<file path="src/core/tec_pkg.sv">
// package: register map, field positions and constants of the timer event counter
package tec_pkg;
   // register byte offsets
   localparam logic [7:0] ADDR_MODE = 8'h00;
   localparam logic [7:0] ADDR_CCTL = 8'h04;
   localparam logic [7:0] ADDR_PRM = 8'h08;
   localparam logic [7:0] ADDR_OCTL = 8'h0c;
   localparam logic [7:0] ADDR_CMP0 = 8'h10;
   localparam logic [7:0] ADDR_CMP1 = 8'h14;
   localparam logic [7:0] ADDR_CNT = 8'h18;
   localparam logic [7:0] ADDR_STAT = 8'h1c;
   localparam logic [7:0] ADDR_MASK = 8'h20;
   // field positions
   localparam int RUN_LO = 2;
   localparam int RUN_HI = 3;
   localparam int OVF_BIT = 0;
   localparam int CAP_SEL_BIT = 0;
   localparam int EDGE_LO = 4;
   localparam int EDGE_HI = 5;
   localparam int CLK_LO = 0;
   localparam int CLK_HI = 1;
   localparam int OE_BIT = 0;
   localparam int TOG_BIT = 1;
   localparam int OSP_SW_BIT = 6;
   localparam int OSP_EN_BIT = 5;
   localparam int OSP_EXT_BIT = 4;
   // status bits
   localparam int ST_M0 = 0;
   localparam int ST_M1 = 1;
   localparam int ST_OVF = 2;
   // run modes
   localparam logic [1:0] RUN_STOP = 2'h0;
   localparam logic [1:0] RUN_FREE = 2'h1;
   localparam logic [1:0] RUN_CLEAR = 2'h3;
   // edge select encodings
   localparam logic [1:0] EDGE_FALL = 2'h0;
   localparam logic [1:0] EDGE_RISE = 2'h1;
   localparam logic [1:0] EDGE_BOTH = 2'h3;
   // count clock source
   localparam logic [1:0] CLK_EVENT = 2'h3;
   // event sampling divider
   localparam int SAMPLE_DIV = 4;
   localparam logic [15:0] CNT_ZERO = 16'h0000;
   localparam logic [15:0] CNT_MAX = 16'hffff;
   localparam logic [31:0] RD_ZERO = 32'h0000_0000;
   typedef enum logic [1:0] {
      OSP_IDLE = 2'b00,
      OSP_WAIT = 2'b01,
      OSP_ACT = 2'b10
   } tec_osp_e;
endpackage : tec_pkg

</file>
<file path="src/core/tec_edge_filter.sv">
// module: synchroniser, quarter-rate sampler and two-sample edge filter
`timescale 1ns/1ps
`default_nettype none
module tec_edge_filter (
   // clock and reset
   input wire logic clk,
   input wire logic srst,
   // sampling enable and edge mode
   input wire logic sampleEn,
   input wire logic [1:0] edgeSel,
   // pin and result
   input wire logic pinIn,
   output logic edgeValid
);
   logic sync1_r;
   logic sync2_r;
   logic samp1_r;
   logic samp2_r;
   logic level_r;
   always_ff @(posedge clk) begin
      if (srst) begin
         sync1_r <= 1'b0;
         sync2_r <= 1'b0;
      end else begin
         sync1_r <= pinIn;
         sync2_r <= sync1_r;
      end
   end
   // new level must appear on two consecutive samples before it counts
   always_ff @(posedge clk) begin
      if (srst) begin
         samp1_r <= 1'b0;
         samp2_r <= 1'b0;
         level_r <= 1'b0;
         edgeValid <= 1'b0;
      end else begin
         edgeValid <= 1'b0;
         if (sampleEn) begin
            samp1_r <= sync2_r;
            samp2_r <= samp1_r;
            if (samp1_r == samp2_r && samp1_r != level_r) begin
               level_r <= samp1_r;
               case (edgeSel)
                  tec_pkg::EDGE_FALL: edgeValid <= ~samp1_r;
                  tec_pkg::EDGE_RISE: edgeValid <= samp1_r;
                  tec_pkg::EDGE_BOTH: edgeValid <= 1'b1;
                  default: edgeValid <= 1'b0;
               endcase
            end
         end
      end
   end
endmodule : tec_edge_filter
`default_nettype wire

</file>
<file path="src/core/tec_timer_channel.sv">
// module: sixteen-bit timer channel with event count, square wave and one-shot modes
// ==========================================================================
//
// Added by the designer: the APB register port and the register addresses.
`timescale 1ns/1ps
`default_nettype none
module tec_timer_channel #(
   parameter int CHANNEL = 4,
   parameter int CNT_W = 16
) (
   // clock and reset
   input wire logic clk,
   input wire logic srst,
   // apb slave
   input wire logic psel,
   input wire logic penable,
   input wire logic pwrite,
   input wire logic [7:0] paddr,
   input wire logic [31:0] pwdata,
   output logic [31:0] prdata,
   output logic pready,
   output logic pslverr,
   // pins
   input wire logic eventInputPin,
   input wire logic oneShotTriggerPin,
   output logic timerOutputPin,
   output logic timerOutputEn,
   // interrupt requests
   output logic firstMatchIrq,
   output logic secondMatchIrq,
   output logic irq
);
   // ========================================================================
   // registers
   localparam bit HAS_OSP = (CHANNEL == 0) || (CHANNEL == 1) || (CHANNEL == 4)
      || (CHANNEL == 5);
   localparam bit OUT_SHARED = (CHANNEL <= 3);
   localparam logic [CNT_W-1:0] CNT_ZERO_W = '0;
   localparam logic [CNT_W-1:0] CNT_ONE_W = CNT_W'(1);
   localparam logic [CNT_W-1:0] CNT_MAX_W = '1;
   logic [7:0] timerModeCtrl_r;
   logic [7:0] captureCompareCtrl_r;
   logic [7:0] prescalerModeReg_r;
   logic [7:0] outputCtrlReg_r;
   logic [CNT_W-1:0] firstCompareReg_r;
   logic [CNT_W-1:0] secondCompareReg_r;
   logic [CNT_W-1:0] upCounter_r;
   logic [2:0] status_r;
   logic [2:0] mask_r;
   logic [1:0] div_r;
   logic sampleEn;
   logic eventEdge;
   logic trigEdge;
   logic swTrig;
   logic [1:0] runMode;
   logic running;
   logic countEn;
   logic match0;
   logic match1;
   logic restart;
   logic wrEn;
   logic rdEn;
   logic [2:0] evSet;
   tec_pkg::tec_osp_e osp_r;

   function automatic logic hit(input logic [7:0] a, input logic [7:0] b);
      hit = (a == b);
   endfunction : hit

   // one decode shared by the error flag and the refused-write data clear
   function automatic logic mapped(input logic [7:0] a);
      mapped = hit(a, tec_pkg::ADDR_MODE) || hit(a, tec_pkg::ADDR_CCTL)
         || hit(a, tec_pkg::ADDR_PRM) || hit(a, tec_pkg::ADDR_OCTL)
         || hit(a, tec_pkg::ADDR_CMP0) || hit(a, tec_pkg::ADDR_CMP1)
         || hit(a, tec_pkg::ADDR_CNT) || hit(a, tec_pkg::ADDR_STAT)
         || hit(a, tec_pkg::ADDR_MASK);
   endfunction : mapped

   assign wrEn = psel && penable && pwrite;
   assign rdEn = psel && !penable && !pwrite;
   assign runMode = {timerModeCtrl_r[tec_pkg::RUN_HI], timerModeCtrl_r[tec_pkg::RUN_LO]};
   assign running = (runMode != tec_pkg::RUN_STOP);
   assign swTrig = wrEn && hit(paddr, tec_pkg::ADDR_OCTL) && pwdata[tec_pkg::OSP_SW_BIT];

   // ========================================================================
   // quarter-rate sample enable and edge filters
   always_ff @(posedge clk) begin
      if (srst) begin
         div_r <= 2'h0;
      end else begin
         div_r <= div_r + 2'h1;
      end
   end
   assign sampleEn = (div_r == 2'(tec_pkg::SAMPLE_DIV - 1));

   tec_edge_filter u_event_filter (
      .clk(clk),
      .srst(srst),
      .sampleEn(sampleEn),
      .edgeSel(prescalerModeReg_r[tec_pkg::EDGE_HI:tec_pkg::EDGE_LO]),
      .pinIn(eventInputPin),
      .edgeValid(eventEdge)
   );
   // trigger pin reuses the same edge selection
   tec_edge_filter u_trig_filter (
      .clk(clk),
      .srst(srst),
      .sampleEn(sampleEn),
      .edgeSel(prescalerModeReg_r[tec_pkg::EDGE_HI:tec_pkg::EDGE_LO]),
      .pinIn(oneShotTriggerPin),
      .edgeValid(trigEdge)
   );

   // event pin clocks the counter, otherwise the internal clock does
   assign countEn = running && ((prescalerModeReg_r[tec_pkg::CLK_HI:tec_pkg::CLK_LO]
      == tec_pkg::CLK_EVENT) ? eventEdge : 1'b1);
   assign match0 = countEn && !captureCompareCtrl_r[tec_pkg::CAP_SEL_BIT]
      && (upCounter_r == firstCompareReg_r);
   assign match1 = countEn && (upCounter_r == secondCompareReg_r);
   // trigger ignored while a pulse is running
   assign restart = HAS_OSP && running && outputCtrlReg_r[tec_pkg::OSP_EN_BIT]
      && (osp_r == tec_pkg::OSP_IDLE)
      && (swTrig || (outputCtrlReg_r[tec_pkg::OSP_EXT_BIT] && trigEdge));

   // ========================================================================
   // counter
   always_ff @(posedge clk) begin
      if (srst) begin
         upCounter_r <= CNT_ZERO_W;
      end else if (!running) begin
         upCounter_r <= CNT_ZERO_W;
      end else if (restart) begin
         upCounter_r <= CNT_ZERO_W;
      end else if (match0 && runMode == tec_pkg::RUN_CLEAR) begin
         upCounter_r <= CNT_ZERO_W;
      end else if (countEn) begin
         upCounter_r <= upCounter_r + CNT_ONE_W;
      end
   end

   // ========================================================================
   // one-shot sequencer
   always_ff @(posedge clk) begin
      if (srst) begin
         osp_r <= tec_pkg::OSP_IDLE;
      end else if (!running || !HAS_OSP) begin
         osp_r <= tec_pkg::OSP_IDLE;
      end else begin
         case (osp_r)
            tec_pkg::OSP_IDLE: if (restart) osp_r <= tec_pkg::OSP_WAIT;
            tec_pkg::OSP_WAIT: if (match0 || match1) osp_r <= tec_pkg::OSP_ACT;
            tec_pkg::OSP_ACT: if (match0 || match1) osp_r <= tec_pkg::OSP_IDLE;
            default: osp_r <= tec_pkg::OSP_IDLE;
         endcase
      end
   end

   // ========================================================================
   // output pin; shared pins of low channels are lost in event count mode
   always_ff @(posedge clk) begin
      if (srst) begin
         timerOutputPin <= 1'b0;
         timerOutputEn <= 1'b0;
      end else begin
         timerOutputEn <= outputCtrlReg_r[tec_pkg::OE_BIT] && !(OUT_SHARED
            && prescalerModeReg_r[tec_pkg::CLK_HI:tec_pkg::CLK_LO] == tec_pkg::CLK_EVENT
            && running);
         if (!running) begin
            timerOutputPin <= 1'b0;
         end else if (osp_r != tec_pkg::OSP_IDLE) begin
            if (osp_r == tec_pkg::OSP_WAIT && (match0 || match1)) timerOutputPin <= 1'b1;
            if (osp_r == tec_pkg::OSP_ACT && (match0 || match1)) timerOutputPin <= 1'b0;
         end else if (match0 && outputCtrlReg_r[tec_pkg::OE_BIT]
               && outputCtrlReg_r[tec_pkg::TOG_BIT]) begin
            timerOutputPin <= ~timerOutputPin;
         end
      end
   end

   // ========================================================================
   // match pulses and sticky status
   assign evSet[tec_pkg::ST_M0] = match0;
   assign evSet[tec_pkg::ST_M1] = match1;
   assign evSet[tec_pkg::ST_OVF] = countEn && (upCounter_r == CNT_MAX_W);

   always_ff @(posedge clk) begin
      if (srst) begin
         firstMatchIrq <= 1'b0;
         secondMatchIrq <= 1'b0;
      end else begin
         firstMatchIrq <= match0;
         secondMatchIrq <= match1;
      end
   end

   // set wins over a write-one clear
   always_ff @(posedge clk) begin
      if (srst) begin
         status_r <= 3'h0;
      end else if (wrEn && hit(paddr, tec_pkg::ADDR_STAT)) begin
         status_r <= (status_r & ~pwdata[2:0]) | evSet;
      end else begin
         status_r <= status_r | evSet;
      end
   end

   always_ff @(posedge clk) begin
      if (srst) begin
         irq <= 1'b0;
      end else begin
         irq <= |(status_r & mask_r);
      end
   end

   // ========================================================================
   // register writes
   always_ff @(posedge clk) begin
      if (srst) begin
         timerModeCtrl_r <= 8'h00;
         captureCompareCtrl_r <= 8'h00;
         prescalerModeReg_r <= 8'h00;
         outputCtrlReg_r <= 8'h00;
         firstCompareReg_r <= CNT_ZERO_W;
         secondCompareReg_r <= CNT_ZERO_W;
         mask_r <= 3'h0;
      end else begin
         if (wrEn) begin
            if (hit(paddr, tec_pkg::ADDR_MODE)) begin
               timerModeCtrl_r <= {4'h0, pwdata[3:1], 1'b0};
            end else if (hit(paddr, tec_pkg::ADDR_CCTL)) begin
               captureCompareCtrl_r <= pwdata[7:0];
            end else if (hit(paddr, tec_pkg::ADDR_PRM)) begin
               prescalerModeReg_r <= pwdata[7:0];
            end else if (hit(paddr, tec_pkg::ADDR_OCTL)) begin
               // software trigger bit is a strobe and reads back zero
               outputCtrlReg_r <= pwdata[7:0] & 8'hbf;
            end else if (hit(paddr, tec_pkg::ADDR_CMP0)) begin
               firstCompareReg_r <= pwdata[CNT_W-1:0];
            end else if (hit(paddr, tec_pkg::ADDR_CMP1)) begin
               secondCompareReg_r <= pwdata[CNT_W-1:0];
            end else if (hit(paddr, tec_pkg::ADDR_MASK)) begin
               mask_r <= pwdata[2:0];
            end
         end
         // overflow flag mirrors status overflow bit
         timerModeCtrl_r[tec_pkg::OVF_BIT] <= status_r[tec_pkg::ST_OVF] | evSet[tec_pkg::ST_OVF];
      end
   end

   // ========================================================================
   // apb read path: data fetched in setup, answered in the first access cycle
   always_ff @(posedge clk) begin
      if (srst) begin
         prdata <= tec_pkg::RD_ZERO;
         pready <= 1'b0;
         pslverr <= 1'b0;
      end else begin
         pready <= psel && !penable;
         pslverr <= 1'b0;
         if (psel && !penable) begin
            pslverr <= !mapped(paddr);
         end
         // a refused write answers with zero data as well
         if (psel && !penable && pwrite && !mapped(paddr)) begin
            prdata <= tec_pkg::RD_ZERO;
         end
         if (rdEn) begin
            if (hit(paddr, tec_pkg::ADDR_MODE)) begin
               prdata <= {24'h0, timerModeCtrl_r};
            end else if (hit(paddr, tec_pkg::ADDR_CCTL)) begin
               prdata <= {24'h0, captureCompareCtrl_r};
            end else if (hit(paddr, tec_pkg::ADDR_PRM)) begin
               prdata <= {24'h0, prescalerModeReg_r};
            end else if (hit(paddr, tec_pkg::ADDR_OCTL)) begin
               prdata <= {24'h0, outputCtrlReg_r};
            end else if (hit(paddr, tec_pkg::ADDR_CMP0)) begin
               prdata <= 32'(firstCompareReg_r);
            end else if (hit(paddr, tec_pkg::ADDR_CMP1)) begin
               prdata <= 32'(secondCompareReg_r);
            end else if (hit(paddr, tec_pkg::ADDR_CNT)) begin
               prdata <= 32'(upCounter_r);
            end else if (hit(paddr, tec_pkg::ADDR_STAT)) begin
               prdata <= {29'h0, status_r};
            end else if (hit(paddr, tec_pkg::ADDR_MASK)) begin
               prdata <= {29'h0, mask_r};
            end else begin
               prdata <= tec_pkg::RD_ZERO;
            end
         end
      end
   end
endmodule : tec_timer_channel
`default_nettype wire

</file>
<file path="config.mk">
export PLATFORM = sky130hd
export DESIGN_NAME = tec_timer_channel
export DESIGN_NICKNAME = d
export VERILOG_FILES = /design/src/core/tec_pkg.sv /design/src/core/tec_edge_filter.sv /design/src/core/tec_timer_channel.sv
export SDC_FILE = /design/constraint.sdc
export NUM_CORES = 1
export LEC_CHECK = 0
export ABC_CLOCK_PERIOD_IN_PS = 2560
export BUFFER_PORTS_ARGS = -buffer_cell sky130_fd_sc_hd__buf_4
export CELL_PAD_IN_SITES_DETAIL_PLACEMENT = 1
export CELL_PAD_IN_SITES_GLOBAL_PLACEMENT = 1
export CORE_MARGIN = 2
export CORE_UTILIZATION = 42
export DETAILED_ROUTE_END_ITERATION = 8
export PLACE_DENSITY = 0.81
export SLEW_MARGIN = 10
export SYNTH_ARGS = -nofsm -noshare
export SYNTH_HDL_FRONTEND = slang
export SYNTH_HIERARCHICAL = 1
export SYNTH_SLANG_ARGS = --single-unit
</file>
<file path="constraint.sdc">
create_clock -name clk -period 2.56 [get_ports clk]
set_clock_uncertainty 0.2 [all_clocks]
set_input_delay 0.128 -clock clk [delete_from_list [all_inputs] [get_ports clk]]
set_output_delay 0.128 -clock clk [all_outputs]
set_load 0.005 [all_outputs]
</file>
==> impl_metrics.toml, run 1 <==
[status]
status = "finished, final reports clean"

[timing]
fin_setup_tns_ns = 0
whs_ns = 0.0628
finalCriticalPeriod_ns = 2.40
slew_violations = 0
rsz0062_at_grt = "no"
slew_headroom_pct = 52.8
hold_violations = 0
finalCritPeriodShare_pct = 93.6
fmax_mhz = 417
tightest_slew_ns = 0.705
setup_viol = 0

[finish]
seq_area_mm2 = 0.00240
final_common_cell = "nand2_1"
fin_util_pct = 53.7
nNetsFinal = 834
syn_to_final_growth_pct = 24.4
final_cells = 974
n_fill_cell = 1587
multi_input_area_mm2 = 0.00307
final_cell_mix = "127 x nand2_1, 120 x dfxtp_1, 79 x buf_4"
drive_gt1_share_pct = 15.3
n_antenna_cell = 0

[synth]
avgSynthCellArea_um2 = 8.09
synth_cell_types = 58
synth_cells = 709
synth_ff_type = "dfxtp_1"
ys_seq_elements = 120
ys.warnings.count = 6
async_flop_share_pct = 0
syn_area_mm2 = 0.00574
synth_edf_count = 0
ys_seq_area_share_pct = 41.9

[die]
die_x_um = 121
initial_utilization_pct = 43.2
io_pins = 86
coreArea_mm2 = 0.0133
fp.dieH_um = 121
dieArea_mm2 = 0.0146
rows = 42

[min_path]
min_path_cells = 4
hold_end = "pslverr"
min-delay-start = "paddr[4]"
hold_path_class = "in2reg"

[clocking]
insertion_delay_ns = 0.43
cts_buffer_depth = 2
clkTransAtPathRegs_ns = 0.06
cts.sinks = 120
cts_buffers = 17
cts_root_buf = "clkbuf_16"
tritoncts = "yes"
cts_max_level = 4

[drt]
num_vias = 5682
viasPerCell = 5.83
antenna_left = 0
drc_errors = 0
drtIter0Drc = 490
dr.pass1.iters = 7
finalWirelength_mm = 19.7
wire_per_inst_um = 20.3

[run]
maxCapViolCount = 0

[worst_setup_path]
crit_arrival_ns = 2.48
rr_endpoint = "upCounter_r[4]"
worstPathRequired_ns = 2.64
critPathMostFrequentCell = "nand4_1"
r2r-start = "upCounter_r[6]"
crit_chain = "xnor2_1 -> nand4_1 -> nor3_1 -> nand4_1 -> o211ai_2 -> nor2_1"
max_stage_delay_ns = 0.64
reg2reg_depth = 6
path_max_fanout = 16
cp-end-kind = "flop"
slowest_stage = "o211ai_2"
critical_path_class = "reg2reg"
rrSetupSlack_ns = 0.16
start_kind = "flop"

[global_route]
grt_pass1_wl_mm = 31.6
antenna_found_initial = 0
grt_usage_pct = 28.2
overflow = 0
grt_max_degree = 61
grt_pass1_vias = 5830

[place]
place.port_buffers = 53
hpwl_mm = 13.9
gp_congestion = 0.899
dp.cells = 919

[pwr]
irDropWorstVdd_mv = 0.471
power_density_mw_per_mm2 = 629
p_leak_nw = 2.71
[worst max-delay path by stage]
stage,startpoint,end
after floorplan,timerModeCtrl_r[3],upCounter_r[10]
after global placement,paddr[1],prescalerModeReg_r[6]
after detailed placement,paddr[1],prescalerModeReg_r[5]
after CTS,paddr[5],firstCompareReg_r[1]
after global routing,upCounter_r[6],upCounter_r[4]
final,upCounter_r[6],upCounter_r[4]
[layer usage]
metal  global-route usage (%)  part of all wire, %
met5                        0                    0
met3                     6.30                  6.8
met1                     35.7                   42
met2                     46.2                   49
met4                     11.9                  2.7
[cells in the mapped netlist (all sizes together) (4+ instances only)]
master / number / area, um^2
nand2: 128 / 488
dfxtp: 120 / 2400
a21oi: 77 / 385
nor2: 63 / 236
clkbuf: 32 / 121
buf: 28 / 179
xnor2: 27 / 236
nand3: 26 / 135
mux2i: 22 / 220
xor2: 22 / 193
o21ai: 17 / 85.1
nand4: 16 / 100
nor3: 12 / 76.3
a22oi: 11 / 82.6
nor2b: 11 / 68.8
and3: 10 / 62.6
inv: 9 / 33.8
o22ai: 7 / 43.8
a21o: 6 / 45.0
o221ai: 6 / 52.6
a211oi: 5 / 47.5
a32oi: 4 / 35.0
and4: 4 / 35.0
[flip-flops by register name (all words and copies together) (netlist names), 2 cells and up]
register	flops
captureCompareCtrl_r	8
div_r	2
firstCompareReg_r	16
mask_r	3
osp_r	2
outputCtrlReg_r	7
prdata	16
prescalerModeReg_r	8
secondCompareReg_r	16
status_r	3
timerModeCtrl_r	4
upCounter_r	16
[power breakdown]
part / total, W / switching, W / internal, W
Combinational: 0.000231 / 0.000142 / 0.0000895
Clock: 0.00237 / 0.000897 / 0.00148
Sequential: 0.00188 / 0.00000339 / 0.00188
[worst max-delay path, delay by kind of cell, from the launching register on]
kind | cells | cell delay (ns)
compound gates | 1 | 0.64
xor+xnor | 1 | 0.18
flops | 1 | 0.52
simple gates | 4 | 0.70
[layout make-up]
| cell class | instances | area share [%] |
|---|---|---|
| clock buffers | 21 | 6.45 |
| clock inverters | 11 | 1.74 |
| inverters | 10 | 0.526 |
| multi-input cells | 534 | 43.0 |
| flip-flops and latches | 120 | 33.7 |
| well taps | 176 | 3.09 |
| repair buffers | 102 | 11.5 |
[stage by stage]
step,power [W],instance area (um^2),setup WS (ns)
detailed placement,0.00212,6310,0.139
floorplan,0.00203,5790,0.384
finish,0.00448,7140,0.165
CTS,0.00450,7130,0.120
global placement,0.00211,6310,0.199
global route,0.00462,7140,0.0161
[kinds of logic after synthesis]
| family | share of synthesized area (%) |
|---|---|
| fa+ha+maj | 0.436 |
| mux | 4.23 |
| other cells | 0.0654 |
| flops | 41.9 |
| compound gates | 16.7 |
| xor+xnor | 7.48 |
| simple gates | 23.3 |
| buf+inv | 5.89 |
[what timing repair did]
action / in CTS / in global routing
resized for setup: 0 / 2
hold buffers: 23 / 0
setup buffers: 0 / 0
setup endpoints to repair: 0 / 10
endpoints found under the hold margin: 72 / 0
No activity file was read; power rests on OpenSTA's default activity.
==> run 2, diff against run 1 <==
- ABC_CLOCK_PERIOD_IN_PS: 2560 -> 2700
- CAP_MARGIN: default -> 20
- PLACE_DENSITY: 0.81 -> 0.84
- clock period: 2.56 -> 2.7 ns (I/O delays scaled with it)
==> run 2 against run 1 <==
Sequential share of layout area down 0.053 points. Critical endpoint is now upCounter_r[14]. Routed wire length grew 2.7%. Combinational power down 6%. Sequential power fell by 5%. Critical path type unchanged. Largest cell class unchanged.
==> impl_metrics.toml, run 2 (synthesis gave the netlist of run 1 again) <==
[drt]
drc_errors = 0
wire_per_inst_um = 20.9
num_vias = 5701
dr.pass1.iters = 5
finalWirelength_mm = 20.3
viasPerCell = 5.89
antenna_left = 0
drtIter0Drc = 497

[worst_setup_path]
worstPathRequired_ns = 2.77
crit_family = "simple AND/OR/NAND/NOR gates"
max_stage_delay_ns = 0.67
crit_buf_inv = 0
slowest_stage = "o211ai_2"
critPathMostFrequentCell = "nand4_1"
crit_arrival_ns = 2.60
critical_path_class = "reg2reg"
start_kind = "flop"
path_max_fanout = 16
crit_chain = "xnor2_1 -> nand4_1 -> nor3_1 -> nand4_1 -> o211ai_2 -> nor2_1"
cp-end-kind = "flop"

[min_path]
hold_path_class = "in2reg"

[die]
coreArea_mm2 = 0.0133
fp.dieH_um = 121
die_x_um = 121
io_pins = 86
rows = 42
initial_utilization_pct = 43.2
dieArea_mm2 = 0.0146

[timing]
rsz0062_at_grt = "no"
hold_violations = 0
slew_violations = 0
tightest_slew_ns = 0.737
fmax_mhz = 395
slew_headroom_pct = 50.7
setup_ws_ns = 0.168
finalCritPeriodShare_pct = 93.8
finalCriticalPeriod_ns = 2.53
fin_setup_tns_ns = 0
setup_viol = 0

[global_route]
grt_pass1_vias = 6002
grt_pass1_wl_mm = 32.0
antenna_found_initial = 0
grt_max_degree = 67
grt_usage_pct = 28.6
overflow = 0

[clocking]
cts_buffer_depth = 2
cts_buffers = 17
cts_root_buf = "clkbuf_16"
insertion_delay_ns = 0.43
post_cts.repair.setup_buffers = 0
tritoncts = "yes"
cts.sinks = 120
cts_max_level = 4
clkTransAtPathRegs_ns = 0.06

[run]
maxCapViolCount = 0

[pwr]
p_leak_nw = 2.72
irDropWorstVdd_mv = 0.668
power_density_mw_per_mm2 = 630

[finish]
syn_to_final_growth_pct = 24.6
drive_gt1_share_pct = 14.3
n_antenna_cell = 0
nNetsFinal = 828
final_common_cell = "nand2_1"
final_cell_mix = "127 x nand2_1, 120 x dfxtp_1, 77 x a21oi_1"
n_fill_cell = 1583

[place]
place.port_buffers = 53
dpl_worst_slack_ns = 0.226
gp_congestion = 0.908
hpwl_mm = 13.6

[status]
status = "finished, final reports clean"
[run 2: metrics by stage]
stage / instances / cell area [um^2] / utilization (%) / power, W / hold slack (ns)
after floorplan: 724 / 5790 / - / 0.00192 / -0.000354
after CTS: 968 / 7150 / 53.8 / 0.00451 / 0.0578
after global placement: 911 / 6250 / 47.0 / 0.00199 / 0.155
after global routing: 968 / 7150 / 53.8 / 0.00462 / 0.103
after detailed placement: 911 / 6250 / 47.0 / 0.00200 / 0.163
final: 968 / 7150 / 53.8 / 0.00451 / 0.0708
[run 2: layout make-up]
class | count | area, um^2 | share of cell area (%)
sequential | 120 | 2400 | 33.6
tap | 176 | 220 | 3.08
clock buffer | 19 | 443 | 6.20
multi-input combinational | 534 | 3060 | 42.8
timing repair buffer | 96 | 783 | 11.0
inverter | 10 | 37.5 | 0.525
clock inverter | 13 | 201 | 2.82
[run 2: report_power, final]
group | switching [W] | internal [W]
sequential | 0.00000287 | 0.00178
clock | 0.000852 | 0.00165
combinational | 0.000136 | 0.0000814
total | 0.000991 | 0.00351
[run 2: per-layer routing]
metal | routed length, um | track usage (%) | vias up | part of all wire [%]
li1 | - | - | 2575 | -
met1 | 8460 | 35.8 | 2841 | 42
met2 | 9970 | 46.9 | 235 | 49
met3 | 1310 | 6.91 | 50 | 6.4
met4 | 531 | 12.2 | 0 | 2.6
met5 | 0 | 0 | - | 0
[run 2: worst register-to-register path: cells and delay by family (launching register included)]
| family | cells | cell delay [ns] |
|---|---|---|
| compound gates | 1 | 0.67 |
| simple gates | 4 | 0.74 |
| xor+xnor | 1 | 0.19 |
| flops | 1 | 0.58 |
[run 2: final timing paths]
| kind | slack [ns] | startpoint | end | cells past startpoint |
|---|---|---|---|---|
| setup / recovery | 0.17 | upCounter_r[6] | upCounter_r[14] | 6 |
| hold / removal | 0.07 | paddr[4] | pslverr | 4 |
| setup reg to reg | 0.17 | upCounter_r[6] | upCounter_r[14] | 6 |
| hold reg to reg | 0.23 | div_r[0] | div_r[0] | 1 |
[run 2: timing repair]
action | CTS | global route
hold buffers | 25 | 0
endpoints found under the hold margin | 74 | 0
resized for setup | 0 | 0
